$ cat src/apoc_pkg.sv
// Constants, register map and types shared by the converter output control block.
package apoc_pkg;

   // --------------------------------------------------------------------
   // Widths and counts
   // --------------------------------------------------------------------
   localparam int DATA_W       = 10;   // Sample word width.
   localparam int PIPE_LATENCY = 12;   // Sample clocks from sampling to output.
   localparam int ADDR_W       = 8;    // Register byte address width.
   localparam int IRQ_W        = 3;    // Number of interrupt events.
   localparam int PIN_W        = 20;   // Pins passed through the synchroniser.

   // --------------------------------------------------------------------
   // Register byte offsets
   // --------------------------------------------------------------------
   localparam logic [ADDR_W-1:0] OFF_CTRL       = 8'h00;
   localparam logic [ADDR_W-1:0] OFF_STATUS     = 8'h04;
   localparam logic [ADDR_W-1:0] OFF_IRQ_STATUS = 8'h08;
   localparam logic [ADDR_W-1:0] OFF_IRQ_CLEAR  = 8'h0C;
   localparam logic [ADDR_W-1:0] OFF_IRQ_ENABLE = 8'h10;
   localparam logic [ADDR_W-1:0] OFF_LAST_WORD  = 8'h14;
   localparam logic [ADDR_W-1:0] OFF_SAMPLE_CNT = 8'h18;

   // --------------------------------------------------------------------
   // Field positions and reset values
   // --------------------------------------------------------------------
   localparam int CTRL_SOFT_SLEEP_BIT = 0;
   localparam int IRQ_OVR_BIT         = 0;
   localparam int IRQ_PD_BIT          = 1;
   localparam int IRQ_WAKE_BIT        = 2;
   localparam int ST_MODE_POS         = 0;
   localparam int ST_BIAS_POS         = 2;
   localparam int ST_FMT_BIT          = 4;
   localparam int ST_OE_N_BIT         = 5;
   localparam int ST_CKEN_N_BIT       = 6;
   localparam int LAST_OVR_BIT        = 16;
   localparam logic             CTRL_SOFT_SLEEP_RST = 1'b0;
   localparam logic [IRQ_W-1:0] IRQ_ENABLE_RST      = 3'h0;

   // --------------------------------------------------------------------
   // Bias codes, one-hot bias outputs and bus responses
   // --------------------------------------------------------------------
   localparam logic [1:0] BIAS_OFF    = 2'h0;
   localparam logic [1:0] BIAS_50UA   = 2'h1;
   localparam logic [1:0] BIAS_500UA  = 2'h2;
   localparam logic [1:0] BIAS_1MA    = 2'h3;
   localparam logic [3:0] ONEHOT_OFF  = 4'h1;
   localparam logic [3:0] ONEHOT_50UA = 4'h2;
   localparam logic [3:0] ONEHOT_500U = 4'h4;
   localparam logic [3:0] ONEHOT_1MA  = 4'h8;
   localparam logic [1:0] RESP_OKAY   = 2'h0;
   localparam logic [1:0] RESP_SLVERR = 2'h2;

   // Operating mode of the converter.
   typedef enum logic [1:0] {APOC_POWER_DOWN, APOC_SLEEP, APOC_ACTIVE} apoc_mode_t;

endpackage

$ cat src/apoc_top.sv
// Parallel output and pin control logic of a 10-bit sampling converter.
//
// What this block does
// - Sync clock driven when enable low, else tristate.
// - Format select 0 offset binary, 1 twos complement.
// - Power-down low holds whole device powered down.
// - Power-down forces data, overrange flag and sync clock outputs to zero.
// - Data outputs tristate while output enable high.
// - Overrange flag high for out-of-range samples only.
// - Output clock accompanies data for board capture.
// - Bias code selects off, 50uA, 500uA, 1mA.
// - Valid results one sample after overrange ends.
// - Only sample clock rising edge moves data; falling edge raises the sync clock.
//
// Local design decisions: the AXI4-Lite interface to the registers and the address map.
`timescale 1ns/1ps

module apoc_top
   import apoc_pkg::*;
#(
   parameter int LATENCY = PIPE_LATENCY
)
(
   input  wire logic              clk,                     // System clock, 20 MHz.
   input  wire logic              rst,                     // Synchronous reset, high.
   input  wire logic              sample_clock_pos,        // Sample clock, true side.
   input  wire logic              sample_clock_neg,        // Sample clock, inverted side.
   input  wire logic [DATA_W-1:0] core_code,               // Raw offset-binary code.
   input  wire logic              core_overrange,          // Core input out of range.
   input  wire logic              sync_clock_out_enable_n, // Output clock enable, low.
   input  wire logic              format_select,           // Output data format.
   input  wire logic              power_down_n,            // Full power-down, low.
   input  wire logic              output_enable_n,         // Data output enable, low.
   input  wire logic              sleep_n,                 // Sleep mode, low.
   input  wire logic [1:0]        cm_buffer_bias_sel,      // Reference buffer bias code.
   output logic [DATA_W-1:0]      data_out,                // Parallel sample word.
   output logic                   data_out_oe,             // Drive enable of data pins.
   output logic                   overrange_flag,          // Overrange of current word.
   output logic                   overrange_flag_oe,       // Drive enable of flag pin.
   output logic                   sync_clock_out,          // Data capture clock.
   output logic                   sync_clock_out_oe,       // Drive enable of clock pin.
   output logic [3:0]             cm_bias_onehot,          // Buffer bias selection.
   output logic                   irq,                     // Level interrupt.
   input  wire logic [ADDR_W-1:0] s_axi_awaddr,            // Write address.
   input  wire logic              s_axi_awvalid,           // Write address valid.
   output logic                   s_axi_awready,           // Write address ready.
   input  wire logic [31:0]       s_axi_wdata,             // Write data.
   input  wire logic [3:0]        s_axi_wstrb,             // Write byte strobes.
   input  wire logic              s_axi_wvalid,            // Write data valid.
   output logic                   s_axi_wready,            // Write data ready.
   output logic [1:0]             s_axi_bresp,             // Write response.
   output logic                   s_axi_bvalid,            // Write response valid.
   input  wire logic              s_axi_bready,            // Write response ready.
   input  wire logic [ADDR_W-1:0] s_axi_araddr,            // Read address.
   input  wire logic              s_axi_arvalid,           // Read address valid.
   output logic                   s_axi_arready,           // Read address ready.
   output logic [31:0]            s_axi_rdata,             // Read data.
   output logic [1:0]             s_axi_rresp,             // Read response.
   output logic                   s_axi_rvalid,            // Read data valid.
   input  wire logic              s_axi_rready             // Read data ready.
);

   // ---------------------------------------------------------------------
   // Declarations
   // ---------------------------------------------------------------------
   logic [PIN_W-1:0]  pin_meta_ff, pin_sync_ff;
   logic [DATA_W-1:0] code_s, data_out_ff;
   logic [DATA_W-1:0] code_pipe_ff [LATENCY];
   logic              over_pipe_ff [LATENCY];
   logic              clk_level_ff, clk_level_s, rise, active, shift;
   logic              over_s, cken_n_s, fmt_s, pd_n_s, oe_n_s, sleep_n_s;
   logic [1:0]        bias_s, bresp_ff, rresp_ff;
   apoc_mode_t        mode_ff, nxt_mode;
   logic              overrange_flag_ff, data_out_oe_ff, sync_clock_out_ff, sync_clock_out_oe_ff;
   logic [3:0]        cm_bias_onehot_ff, w_strb_ff;
   logic [31:0]       sample_cnt_ff, w_data_ff, rdata_ff, rd_word;
   logic              soft_sleep_ff, irq_ff;
   logic [IRQ_W-1:0]  irq_status_ff, irq_enable_ff, irq_event, irq_clear;
   logic              awready_ff, wready_ff, aw_full_ff, w_full_ff, bvalid_ff;
   logic [ADDR_W-1:0] aw_addr_ff;
   logic              arready_ff, rvalid_ff, aw_take, w_take, do_write;
   logic              nxt_aw_full, nxt_w_full, ar_take, rd_hit, wr_hit;

   // ---------------------------------------------------------------------
   // Pin synchroniser
   // ---------------------------------------------------------------------
   // Every pin and the core word pass two flops. The core word is stable for
   // a whole sample period, so its bits cannot tear when caught after a rise.
   always_ff @(posedge clk)
   begin
      if (rst)
      begin
         pin_meta_ff <= '0;
         pin_sync_ff <= '0;
      end
      else
      begin
         pin_meta_ff <= {sample_clock_pos, sample_clock_neg, core_overrange, core_code,
                         sync_clock_out_enable_n, format_select, power_down_n,
                         output_enable_n, sleep_n, cm_buffer_bias_sel};
         pin_sync_ff <= pin_meta_ff;
      end
   end

   // Synchronised fields; a grounded inverted side gives a plain CMOS clock.
   assign {over_s, code_s, cken_n_s, fmt_s, pd_n_s, oe_n_s, sleep_n_s, bias_s} = pin_sync_ff[17:0];
   assign clk_level_s = pin_sync_ff[19] & ~pin_sync_ff[18];

   // ---------------------------------------------------------------------
   // Sample clock edge detection
   // ---------------------------------------------------------------------
   // Only the rising edge is looked for; a falling edge only raises the capture clock.
   always_ff @(posedge clk)
   begin
      if (rst)
         clk_level_ff <= 1'b0;
      else
         clk_level_ff <= clk_level_s;
   end

   assign rise = clk_level_s & ~clk_level_ff;

   // ---------------------------------------------------------------------
   // Operating mode
   // ---------------------------------------------------------------------
   // Power-down has priority over sleep; software sleep joins the pin.
   always_comb
   begin
      nxt_mode = mode_ff;
      case (mode_ff)
         APOC_POWER_DOWN, APOC_SLEEP, APOC_ACTIVE:
         begin
            if (!pd_n_s)
               nxt_mode = APOC_POWER_DOWN;
            else if (!sleep_n_s || soft_sleep_ff)
               nxt_mode = APOC_SLEEP;
            else
               nxt_mode = APOC_ACTIVE;
         end
         default:
            nxt_mode = APOC_POWER_DOWN;
      endcase
   end

   // Reset leaves the device powered down until the pin is seen high.
   always_ff @(posedge clk)
   begin
      if (rst)
         mode_ff <= APOC_POWER_DOWN;
      else
         mode_ff <= nxt_mode;
   end

   assign active = (mode_ff == APOC_ACTIVE);
   assign shift  = active & rise;

   // ---------------------------------------------------------------------
   // Conversion pipeline
   // ---------------------------------------------------------------------
   // Stage 0 clamps an overrange sample to the rail given by its MSB, and a
   // sample back in range passes unchanged at the very next edge.
   always_ff @(posedge clk)
   begin
      if (rst || mode_ff == APOC_POWER_DOWN)
      begin
         code_pipe_ff[0] <= '0;
         over_pipe_ff[0] <= 1'b0;
      end
      else if (shift)
      begin
         code_pipe_ff[0] <= over_s ? {DATA_W{code_s[DATA_W-1]}} : code_s;
         over_pipe_ff[0] <= over_s;
      end
   end

   // Later stages only delay; power-down clears them so no stale word leaks.
   for (genvar g = 1; g < LATENCY; g++)
   begin : g_pipe
      always_ff @(posedge clk)
      begin
         if (rst || mode_ff == APOC_POWER_DOWN)
         begin
            code_pipe_ff[g] <= '0;
            over_pipe_ff[g] <= 1'b0;
         end
         else if (shift)
         begin
            code_pipe_ff[g] <= code_pipe_ff[g-1];
            over_pipe_ff[g] <= over_pipe_ff[g-1];
         end
      end
   end

   // ---------------------------------------------------------------------
   // Output word, flag and capture clock
   // ---------------------------------------------------------------------
   // Format is applied at the output so a change takes effect next word.
   always_ff @(posedge clk)
   begin
      if (rst || mode_ff == APOC_POWER_DOWN)
      begin
         data_out_ff       <= '0;
         overrange_flag_ff <= 1'b0;
      end
      else if (shift)
      begin
         data_out_ff <= {code_pipe_ff[LATENCY-1][DATA_W-1] ^ fmt_s,
                         code_pipe_ff[LATENCY-1][DATA_W-2:0]};
         overrange_flag_ff <= over_pipe_ff[LATENCY-1];
      end
   end

   // The capture clock falls as the word changes and rises mid-period, so
   // the board registers on its rising edge with half a period of margin.
   always_ff @(posedge clk)
   begin
      if (rst || !active)
         sync_clock_out_ff <= 1'b0;
      else
         sync_clock_out_ff <= ~clk_level_s;
   end

   // Drive enables follow the pins in every mode.
   always_ff @(posedge clk)
   begin
      if (rst)
      begin
         data_out_oe_ff       <= 1'b0;
         sync_clock_out_oe_ff <= 1'b0;
      end
      else
      begin
         data_out_oe_ff       <= ~oe_n_s;
         sync_clock_out_oe_ff <= ~cken_n_s;
      end
   end

   // ---------------------------------------------------------------------
   // Reference buffer bias decode
   // ---------------------------------------------------------------------
   // A powered-down device keeps the buffer off whatever the pins say.
   always_ff @(posedge clk)
   begin
      if (rst || mode_ff == APOC_POWER_DOWN)
         cm_bias_onehot_ff <= ONEHOT_OFF;
      else
      begin
         case (bias_s)
            BIAS_OFF:   cm_bias_onehot_ff <= ONEHOT_OFF;
            BIAS_50UA:  cm_bias_onehot_ff <= ONEHOT_50UA;
            BIAS_500UA: cm_bias_onehot_ff <= ONEHOT_500U;
            BIAS_1MA:   cm_bias_onehot_ff <= ONEHOT_1MA;
            default:    cm_bias_onehot_ff <= ONEHOT_OFF;
         endcase
      end
   end

   // ---------------------------------------------------------------------
   // Sample counter and interrupts
   // ---------------------------------------------------------------------
   // Counts words put out since reset; wraps silently.
   always_ff @(posedge clk)
   begin
      if (rst)
         sample_cnt_ff <= '0;
      else if (shift)
         sample_cnt_ff <= sample_cnt_ff + 32'h1;
   end

   assign irq_event[IRQ_OVR_BIT]  = shift & over_pipe_ff[LATENCY-1];
   assign irq_event[IRQ_PD_BIT]   = (nxt_mode == APOC_POWER_DOWN) & (mode_ff != APOC_POWER_DOWN);
   assign irq_event[IRQ_WAKE_BIT] = (nxt_mode == APOC_ACTIVE) & ~active;
   assign irq_clear = (do_write && aw_addr_ff == OFF_IRQ_CLEAR && w_strb_ff[0]) ?
                      w_data_ff[IRQ_W-1:0] : '0;

   // A new event outranks a clear arriving in the same cycle.
   always_ff @(posedge clk)
   begin
      if (rst)
      begin
         irq_status_ff <= '0;
         irq_ff        <= 1'b0;
      end
      else
      begin
         irq_status_ff <= (irq_status_ff & ~irq_clear) | irq_event;
         irq_ff        <= |(irq_status_ff & irq_enable_ff);
      end
   end

   // ---------------------------------------------------------------------
   // Register bus write path
   // ---------------------------------------------------------------------
   assign aw_take     = s_axi_awvalid & awready_ff;
   assign w_take      = s_axi_wvalid & wready_ff;
   assign do_write    = aw_full_ff & w_full_ff & ~bvalid_ff;
   assign nxt_aw_full = (aw_full_ff | aw_take) & ~do_write;
   assign nxt_w_full  = (w_full_ff | w_take) & ~do_write;
   assign wr_hit      = (aw_addr_ff == OFF_CTRL) || (aw_addr_ff == OFF_IRQ_CLEAR) ||
                        (aw_addr_ff == OFF_IRQ_ENABLE);

   // Address and data are held independently; one write is done at a time.
   always_ff @(posedge clk)
   begin
      if (rst)
      begin
         aw_full_ff <= 1'b0;
         w_full_ff  <= 1'b0;
         awready_ff <= 1'b0;
         wready_ff  <= 1'b0;
         aw_addr_ff <= '0;
         w_data_ff  <= '0;
         w_strb_ff  <= '0;
      end
      else
      begin
         aw_full_ff <= nxt_aw_full;
         w_full_ff  <= nxt_w_full;
         awready_ff <= ~nxt_aw_full;
         wready_ff  <= ~nxt_w_full;
         if (aw_take)
            aw_addr_ff <= s_axi_awaddr;
         if (w_take)
         begin
            w_data_ff <= s_axi_wdata;
            w_strb_ff <= s_axi_wstrb;
         end
      end
   end

   // Writable registers; status registers ignore writes and answer them with a slave error.
   always_ff @(posedge clk)
   begin
      if (rst)
      begin
         soft_sleep_ff <= CTRL_SOFT_SLEEP_RST;
         irq_enable_ff <= IRQ_ENABLE_RST;
      end
      else if (do_write && w_strb_ff[0])
      begin
         if (aw_addr_ff == OFF_CTRL)
            soft_sleep_ff <= w_data_ff[CTRL_SOFT_SLEEP_BIT];
         if (aw_addr_ff == OFF_IRQ_ENABLE)
            irq_enable_ff <= w_data_ff[IRQ_W-1:0];
      end
   end

   // Unmapped writes are answered with a slave error.
   always_ff @(posedge clk)
   begin
      if (rst)
      begin
         bvalid_ff <= 1'b0;
         bresp_ff  <= RESP_OKAY;
      end
      else if (do_write)
      begin
         bvalid_ff <= 1'b1;
         bresp_ff  <= wr_hit ? RESP_OKAY : RESP_SLVERR;
      end
      else if (s_axi_bready)
         bvalid_ff <= 1'b0;
   end

   // ---------------------------------------------------------------------
   // Register bus read path
   // ---------------------------------------------------------------------
   always_comb
   begin
      rd_word = '0;
      rd_hit  = 1'b1;
      case (s_axi_araddr)
         OFF_CTRL:       rd_word[CTRL_SOFT_SLEEP_BIT] = soft_sleep_ff;
         OFF_STATUS:
         begin
            rd_word[ST_MODE_POS+:2] = mode_ff;
            rd_word[ST_BIAS_POS+:2] = bias_s;
            rd_word[ST_FMT_BIT]     = fmt_s;
            rd_word[ST_OE_N_BIT]    = oe_n_s;
            rd_word[ST_CKEN_N_BIT]  = cken_n_s;
         end
         OFF_IRQ_STATUS: rd_word[IRQ_W-1:0] = irq_status_ff;
         OFF_IRQ_CLEAR:  rd_word = '0;
         OFF_IRQ_ENABLE: rd_word[IRQ_W-1:0] = irq_enable_ff;
         OFF_LAST_WORD:
         begin
            rd_word[DATA_W-1:0]  = data_out_ff;
            rd_word[LAST_OVR_BIT] = overrange_flag_ff;
         end
         OFF_SAMPLE_CNT: rd_word = sample_cnt_ff;
         default:        rd_hit = 1'b0;
      endcase
   end

   assign ar_take = s_axi_arvalid & arready_ff;

   // The answer is registered one cycle after the address is taken.
   always_ff @(posedge clk)
   begin
      if (rst)
      begin
         arready_ff <= 1'b0;
         rvalid_ff  <= 1'b0;
         rdata_ff   <= '0;
         rresp_ff   <= RESP_OKAY;
      end
      else if (ar_take)
      begin
         arready_ff <= 1'b0;
         rvalid_ff  <= 1'b1;
         rdata_ff   <= rd_word;
         rresp_ff   <= rd_hit ? RESP_OKAY : RESP_SLVERR;
      end
      else if (rvalid_ff && s_axi_rready)
      begin
         rvalid_ff  <= 1'b0;
         arready_ff <= 1'b1;
      end
      else if (!rvalid_ff)
         arready_ff <= 1'b1;
   end

   // ---------------------------------------------------------------------
   // Outputs
   // ---------------------------------------------------------------------
   assign {data_out, data_out_oe, overrange_flag, overrange_flag_oe} =
          {data_out_ff, data_out_oe_ff, overrange_flag_ff, data_out_oe_ff};
   assign {sync_clock_out, sync_clock_out_oe, cm_bias_onehot, irq} =
          {sync_clock_out_ff, sync_clock_out_oe_ff, cm_bias_onehot_ff, irq_ff};
   assign {s_axi_awready, s_axi_wready, s_axi_bvalid, s_axi_bresp} =
          {awready_ff, wready_ff, bvalid_ff, bresp_ff};
   assign {s_axi_arready, s_axi_rvalid, s_axi_rdata, s_axi_rresp} =
          {arready_ff, rvalid_ff, rdata_ff, rresp_ff};

endmodule

$ cat config.mk
export PLATFORM = sky130hd
export DESIGN_NAME = apoc_top
export DESIGN_NICKNAME = d
export VERILOG_FILES = /design/src/apoc_pkg.sv /design/src/apoc_top.sv
export SDC_FILE = /design/constraint.sdc
export NUM_CORES = 1
export LEC_CHECK = 0
export ABC_AREA = 1
export BUFFER_PORTS_ARGS = -buffer_cell sky130_fd_sc_hd__buf_2
export CORE_AREA = 4 4 173 124
export DETAILED_ROUTE_END_ITERATION = 8
export DIE_AREA = 0 0 177 128
export PLACE_DENSITY = 0.74
export SYNTH_ARGS = -nofsm -noshare
export SYNTH_HDL_FRONTEND = slang
export SYNTH_SLANG_ARGS = --single-unit
$ cat constraint.sdc
create_clock -name clk -period 5.3 [get_ports clk]
set_input_delay 1.06 -clock clk [delete_from_list [all_inputs] [get_ports clk]]
set_output_delay 1.06 -clock clk [all_outputs]
set_load 0.02 [all_outputs]
== After elaboration in Yosys (flattened, before gate mapping) ==
Memories as Yosys holds them, arrays and structs flattened.
Index checks and enable logic that the tools add are counted.

* Register bits: 156
* Bits in latches: 0
* Memory bits (writable): 132
* Bits in read-only memories: 0
* Input bits: 79
* Output and inout bits: 61
* Logic and storage cells: 176
* Memories: 2

{| class="wikitable"
|+ Memories
! memory !! words !! bits a word !! rd ports !! clocked after memory_dff !! write ports !! RTL line !! source
|-
| code_pipe_ff || 12 || 10 || 12 || 0 || 12 || apoc_top.sv:68 || <nowiki>logic [DATA_W-1:0] code_pipe_ff [LATENCY];</nowiki>
|-
| over_pipe_ff || 12 || 1 || 12 || 0 || 12 || apoc_top.sv:69 || <nowiki>logic over_pipe_ff [LATENCY];</nowiki>
|}

* Add/subtract/negate cells: 1
* $mul: 0
* Divide/modulo/power cells: 0
* Order comparisons: 0
* Eq/ne operators: 15
* Shift operators: 0
* Mux-type cells: 51
* Bitwise operators: 54
* Reductions and logical operators: 25

{| class="wikitable"
|+ Operator list
! operator !! number
|-
| 10-bit 2-to-1 mux || 12
|-
| 32-bit by 1-bit adder with 32-bit output, second input constant || 1
|-
| 8-bit by 5-bit == test with 1-bit output, second input constant || 4
|-
| 1-bit bitwise OR || 26
|-
| 8-bit by 4-bit == test with 1-bit output, second input constant || 3
|-
| 1-bit 2-to-1 mux || 24
|-
| 8-bit zero test || 2
|-
| 4-bit case mux with 4 select lines || 1
|-
| 15-bit 2-to-1 mux || 1
|-
| 1-bit bitwise AND || 13
|-
| 4-bit case mux with 3 select lines || 1
|-
| 2-bit 2-to-1 mux || 5
|-
| 1-bit NOT || 10
|-
| 2-bit case mux with 5 select lines || 1
|-
| 9-bit 2-to-1 mux || 1
|-
| 2-bit == test, second input constant || 4
|-
| 8-bit by 3-bit == test with 1-bit output, second input constant || 1
|-
| 7-bit OR reduction || 1
|-
| 3-bit bitwise AND || 2
|-
| 2-bit zero test || 3
|-
| 6-bit 2-to-1 mux || 1
|-
| 1-bit case mux with 6 select lines || 1
|-
| 3-bit case mux with 2 select lines || 1
|-
| 2-bit nonzero test || 3
|-
| 13 further kinds || 24
|}

== Longest topological paths before layout ==
* Word-level depth: 8
* Depth in mapped cells: 10

== Worst setup path after synthesis ==
OpenSTA, ideal clock, no wires.

* Kind: input to register
* Start point: input rst
* End point: memory code_pipe_ff[0][0] (enable)
* Setup time: 1.142 ns
* Arrival: 3.433 ns
* Required time: 4.158 ns
* Path slack: 0.724 ns
* Stages on the path: 2
* Path buffers: 0
* Path through: a21oi_2 nand2_1

{| class="wikitable"
|+ RTL lines
! what !! RTL line !! source
|-
| start, declared || apoc_top.sv:25 || <nowiki>input wire logic rst,</nowiki>
|-
| end, declared || apoc_top.sv:68 ||
|}

==> metrics.md <==
| Metric | Value |
|---|---|
| Outcome | `finished clean` |
| Die Wd | `177 µm` |
| Core box area | `19,700 µm²` |
| Post-placement cell area | `11,900 µm²` |
| Root buffer selected by CTS | `clkbuf_16` |
| Pint | `3490 µW` |
| Static Leak | `0.00520 µW` |
| Total chip power | `~4400 µW` |
| Layout area overhead | `14.2%` |
| Area of the multi-input gates | `2970 µm²` |
| WL/cell | `13.0 µm` |
| Achievable Freq | `between 300 and 400 MHz` |
| Post-synth cell types | `35` |
| Clk_skew | `0.00733 ns` |
| Gr ovfl total | `0` |
| Antenna violations before repair | `2` |
| CTS H-Tree Depth | `1` |
| DIE AREA | `22,700 µm²` |
| Worst-Margin Slew | `1.03 ns` |
| Combinational power share | `0.032` |
| Worst-path clk slew | `about 0.06 ns` |
| Vias in the first global route | `7,289` |
| Share of layout cells above drive strength 1 | `0.137` |
| Final Instance Area | `~13,000 µm²` |
| Met2 WL | `9640 µm` |
| Crit path DAT | `around 3.3 ns` |
| Sequential area share after synthesis | `0.632` |
| First-pass GRT wire length | `34,600 µm` |
| Setup_tns | `0 ns` |
| Placement Rows | `43` |
| GPL Wtd Cong | `0.876` |
| Total Wirelength | `about 21,000 µm` |
| Met3 WL post-DR | `between 1000 and 1500 µm` |
| Synth warn | `0` |
| IR drop worst, VDD | `between 0.0002 and 0.00025 V` |
| Worst Path Max Fanout | `72` |
| Worst hold path class | `reg2reg` |
| Commonest non-fill, non-tap cell in the layout | `nor2_1` |
| Crit path launch type | `register` |
| Slew HR | `0.313` |
| Final Max Slew Viols | `0` |
| Mapped Avg Cell Area | `9.01 µm²` |
| # DRC | `0` |
| Setup violators final | `0` |
| Via density | `4.84` |
| Psw | `892 µW` |
| Hold buffer count at CTS | `0` |
| Flop pwr share | `0.539` |
| Post-CTS setup repair buffer count | `0` |
| Max layer used | `met5` |
| Clock network power share | `0.429` |
| Tcrit/Tclk final | `0.587` |
| Fill cells | `roughly 1,600` |
| Initial core utilization | `0.564` |
| Die height | `128 µm` |
| IO buf count | `105` |
| Mapped Cells | `1,237` |
| Unrepaired setup endpoints after global routing | `false` |
| Vias | `7,860` |
| Final hold violations | `0` |
| Skew-Pair Late Insertion Delay | `0.52 ns` |
| Antenna Nets Post-Route | `0` |
| Max-cap violation count | `0` |
| CTS tree | `done` |
| Met1 wire length | `between 10,000 and 15,000 µm` |
| Final nets | `about 1,400` |
| Worst path required time | `~5.5 ns` |
| DR iter-0 viols | `between 600 and 700` |
| Crit Path Category | `reg2reg` |
| Post-placement setup slack | `2.10 ns` |
| Most frequent cells in the layout | `265 x nor2_1, 246 x inv_1, 172 x nand2_1` |
| Reg area | `7050 µm²` |
| Pin count of the biggest net entering global routing | `78` |
| DRT Pass-1 Iters | `7` |
| GRT Util Overall | `0.186` |
| Fin Hold WS | `0.400 ns` |
| Pwr/cell area | `345 nW/µm²` |
| Worst setup margin | `between 2 and 2.5 ns` |
| Detailed placement HPWL | `13,800 µm` |
| Mapped Area | `roughly 11,000 µm²` |
| Crit end category | `register` |
| # diodes | `0` |
| Clock Sinks | `286` |
| IO Pins | `140` |
| Switching share of power | `0.204` |
| Synth Register Bits | `286` |
| Number of buffers created by CTS | `26` |
| Clock buffer depth | `3` |
| Post-layout min period | `3.11 ns` |
| # resized after CTS | `0` |
[cells in the mapped netlist]
cell type | count | area share
dfxtp_1 | 154 | 0.28
buf_4 | 3 | 0.0020
and2_4 | 1 | 0.00079
nand3_1 | 60 | 0.027
o21ai_0 | 35 | 0.016
or2_2 | 1 | 0.00056
nor3_1 | 16 | 0.0072
buf_6 | 2 | 0.0020
nor3_2 | 1 | 0.00090
nand4_1 | 15 | 0.0084
a31oi_1 | 2 | 0.0011
clkbuf_1 | 23 | 0.0077
nor2_2 | 2 | 0.0011
clkinv_1 | 3 | 0.0010
nor2_1 | 265 | 0.089
nand2_1 | 174 | 0.059
edfxtp_1 | 132 | 0.36
and2_1 | 1 | 0.00056
a21oi_2 | 1 | 0.00079
o21a_1 | 2 | 0.0013
xor2_1 | 3 | 0.0024
nor2_4 | 4 | 0.0040
a21oi_1 | 49 | 0.022
conb_1 | 1 | 0.00034
inv_2 | 1 | 0.00034
xnor2_1 | 2 | 0.0016
nor4_1 | 1 | 0.00056
buf_2 | 11 | 0.0049
nor3_4 | 1 | 0.0015
inv_1 | 246 | 0.083
nand3_4 | 1 | 0.0016
buf_8 | 1 | 0.0013
nand2_2 | 2 | 0.0011
ha_1 | 1 | 0.0011
o21ai_2 | 20 | 0.016
[flip-flops by register name, summed over array words and instances (netlist names), 3 cells and up]
register,flops
sample_cnt_ff,32
pin_sync_ff,20
irq_enable_ff,3
data_out,10
over_pipe_ff,12
aw_addr_ff,8
w_data_ff,3
pin_meta_ff,20
code_pipe_ff,120
irq_status_ff,3
s_axi_rdata,32
cm_bias_onehot,4
[per-layer routing]
metal / vias up / global-route usage
met5: - / 0
met4: 4 / 0.0396
met3: 31 / 0.0348
met2: 194 / 0.303
met1: 3609 / 0.265
li1: 4022 / -
[stage by stage]
| step | util | cells |
|---|---|---|
| 3_3_place_gp | 0.600 | 1577 |
| 4_1_cts | 0.644 | 1624 |
| 5_1_grt | 0.644 | 1624 |
| 3_5_place_dp | 0.600 | 1577 |
| 2_1_floorplan | - | 1238 |
| 6_report | 0.644 | 1624 |
[area by class of cell]
class                           count  share of cell area
Inverter                          250              0.0738
Timing Repair Buffer              109              0.0437
Clock inverter                      5             0.00393
Tap cell                          270              0.0266
Sequential cell                   286               0.554
Multi-Input combinational cell    662               0.234
Clock buffer                       42              0.0642
[kinds of logic after synthesis]
group | Yosys count | share of synthesized area
other | 1 | 0.000337
xor gates and xnor gates | 5 | 0.00393
AOI/OAI and AO/OA | 109 | 0.0567
buffers and inverters | 290 | 0.102
DFF | 286 | 0.632
adders and majority gates | 1 | 0.00112
and+or+nand+nor | 545 | 0.203
[worst max-delay path: stages, from the launching register on]
cell     delay (ns)
dfxtp_1        0.39
nand2_2        0.10
inv_1          0.09
nand2_1        0.44
nand2_4        0.91
buf_4          0.76
[power by group through the flow]
stage	Combinational [µW]	Clock [µW]	Sequential (µW)
detailed placement	141	0	2410
finish	142	1880	2360
floorplan	86.6	0	2420
global placement	138	0	2410
global route	162	2010	2360
CTS	143	1910	2360
[final timing paths]
| path | startpoint | endpoint | slack, ns | cells past startpoint |
|---|---|---|---|---|
| max | mode_ff[1] | code_pipe_ff[1][18] | 2.19 | 5 |
| max reg2reg | mode_ff[1] | code_pipe_ff[1][18] | 2.19 | 5 |
| min | pin_meta_ff[2] | pin_sync_ff[2] | 0.40 | 2 |
| min reg2reg | pin_meta_ff[2] | pin_sync_ff[2] | 0.40 | 2 |
(Power assumes the default switching activity.)
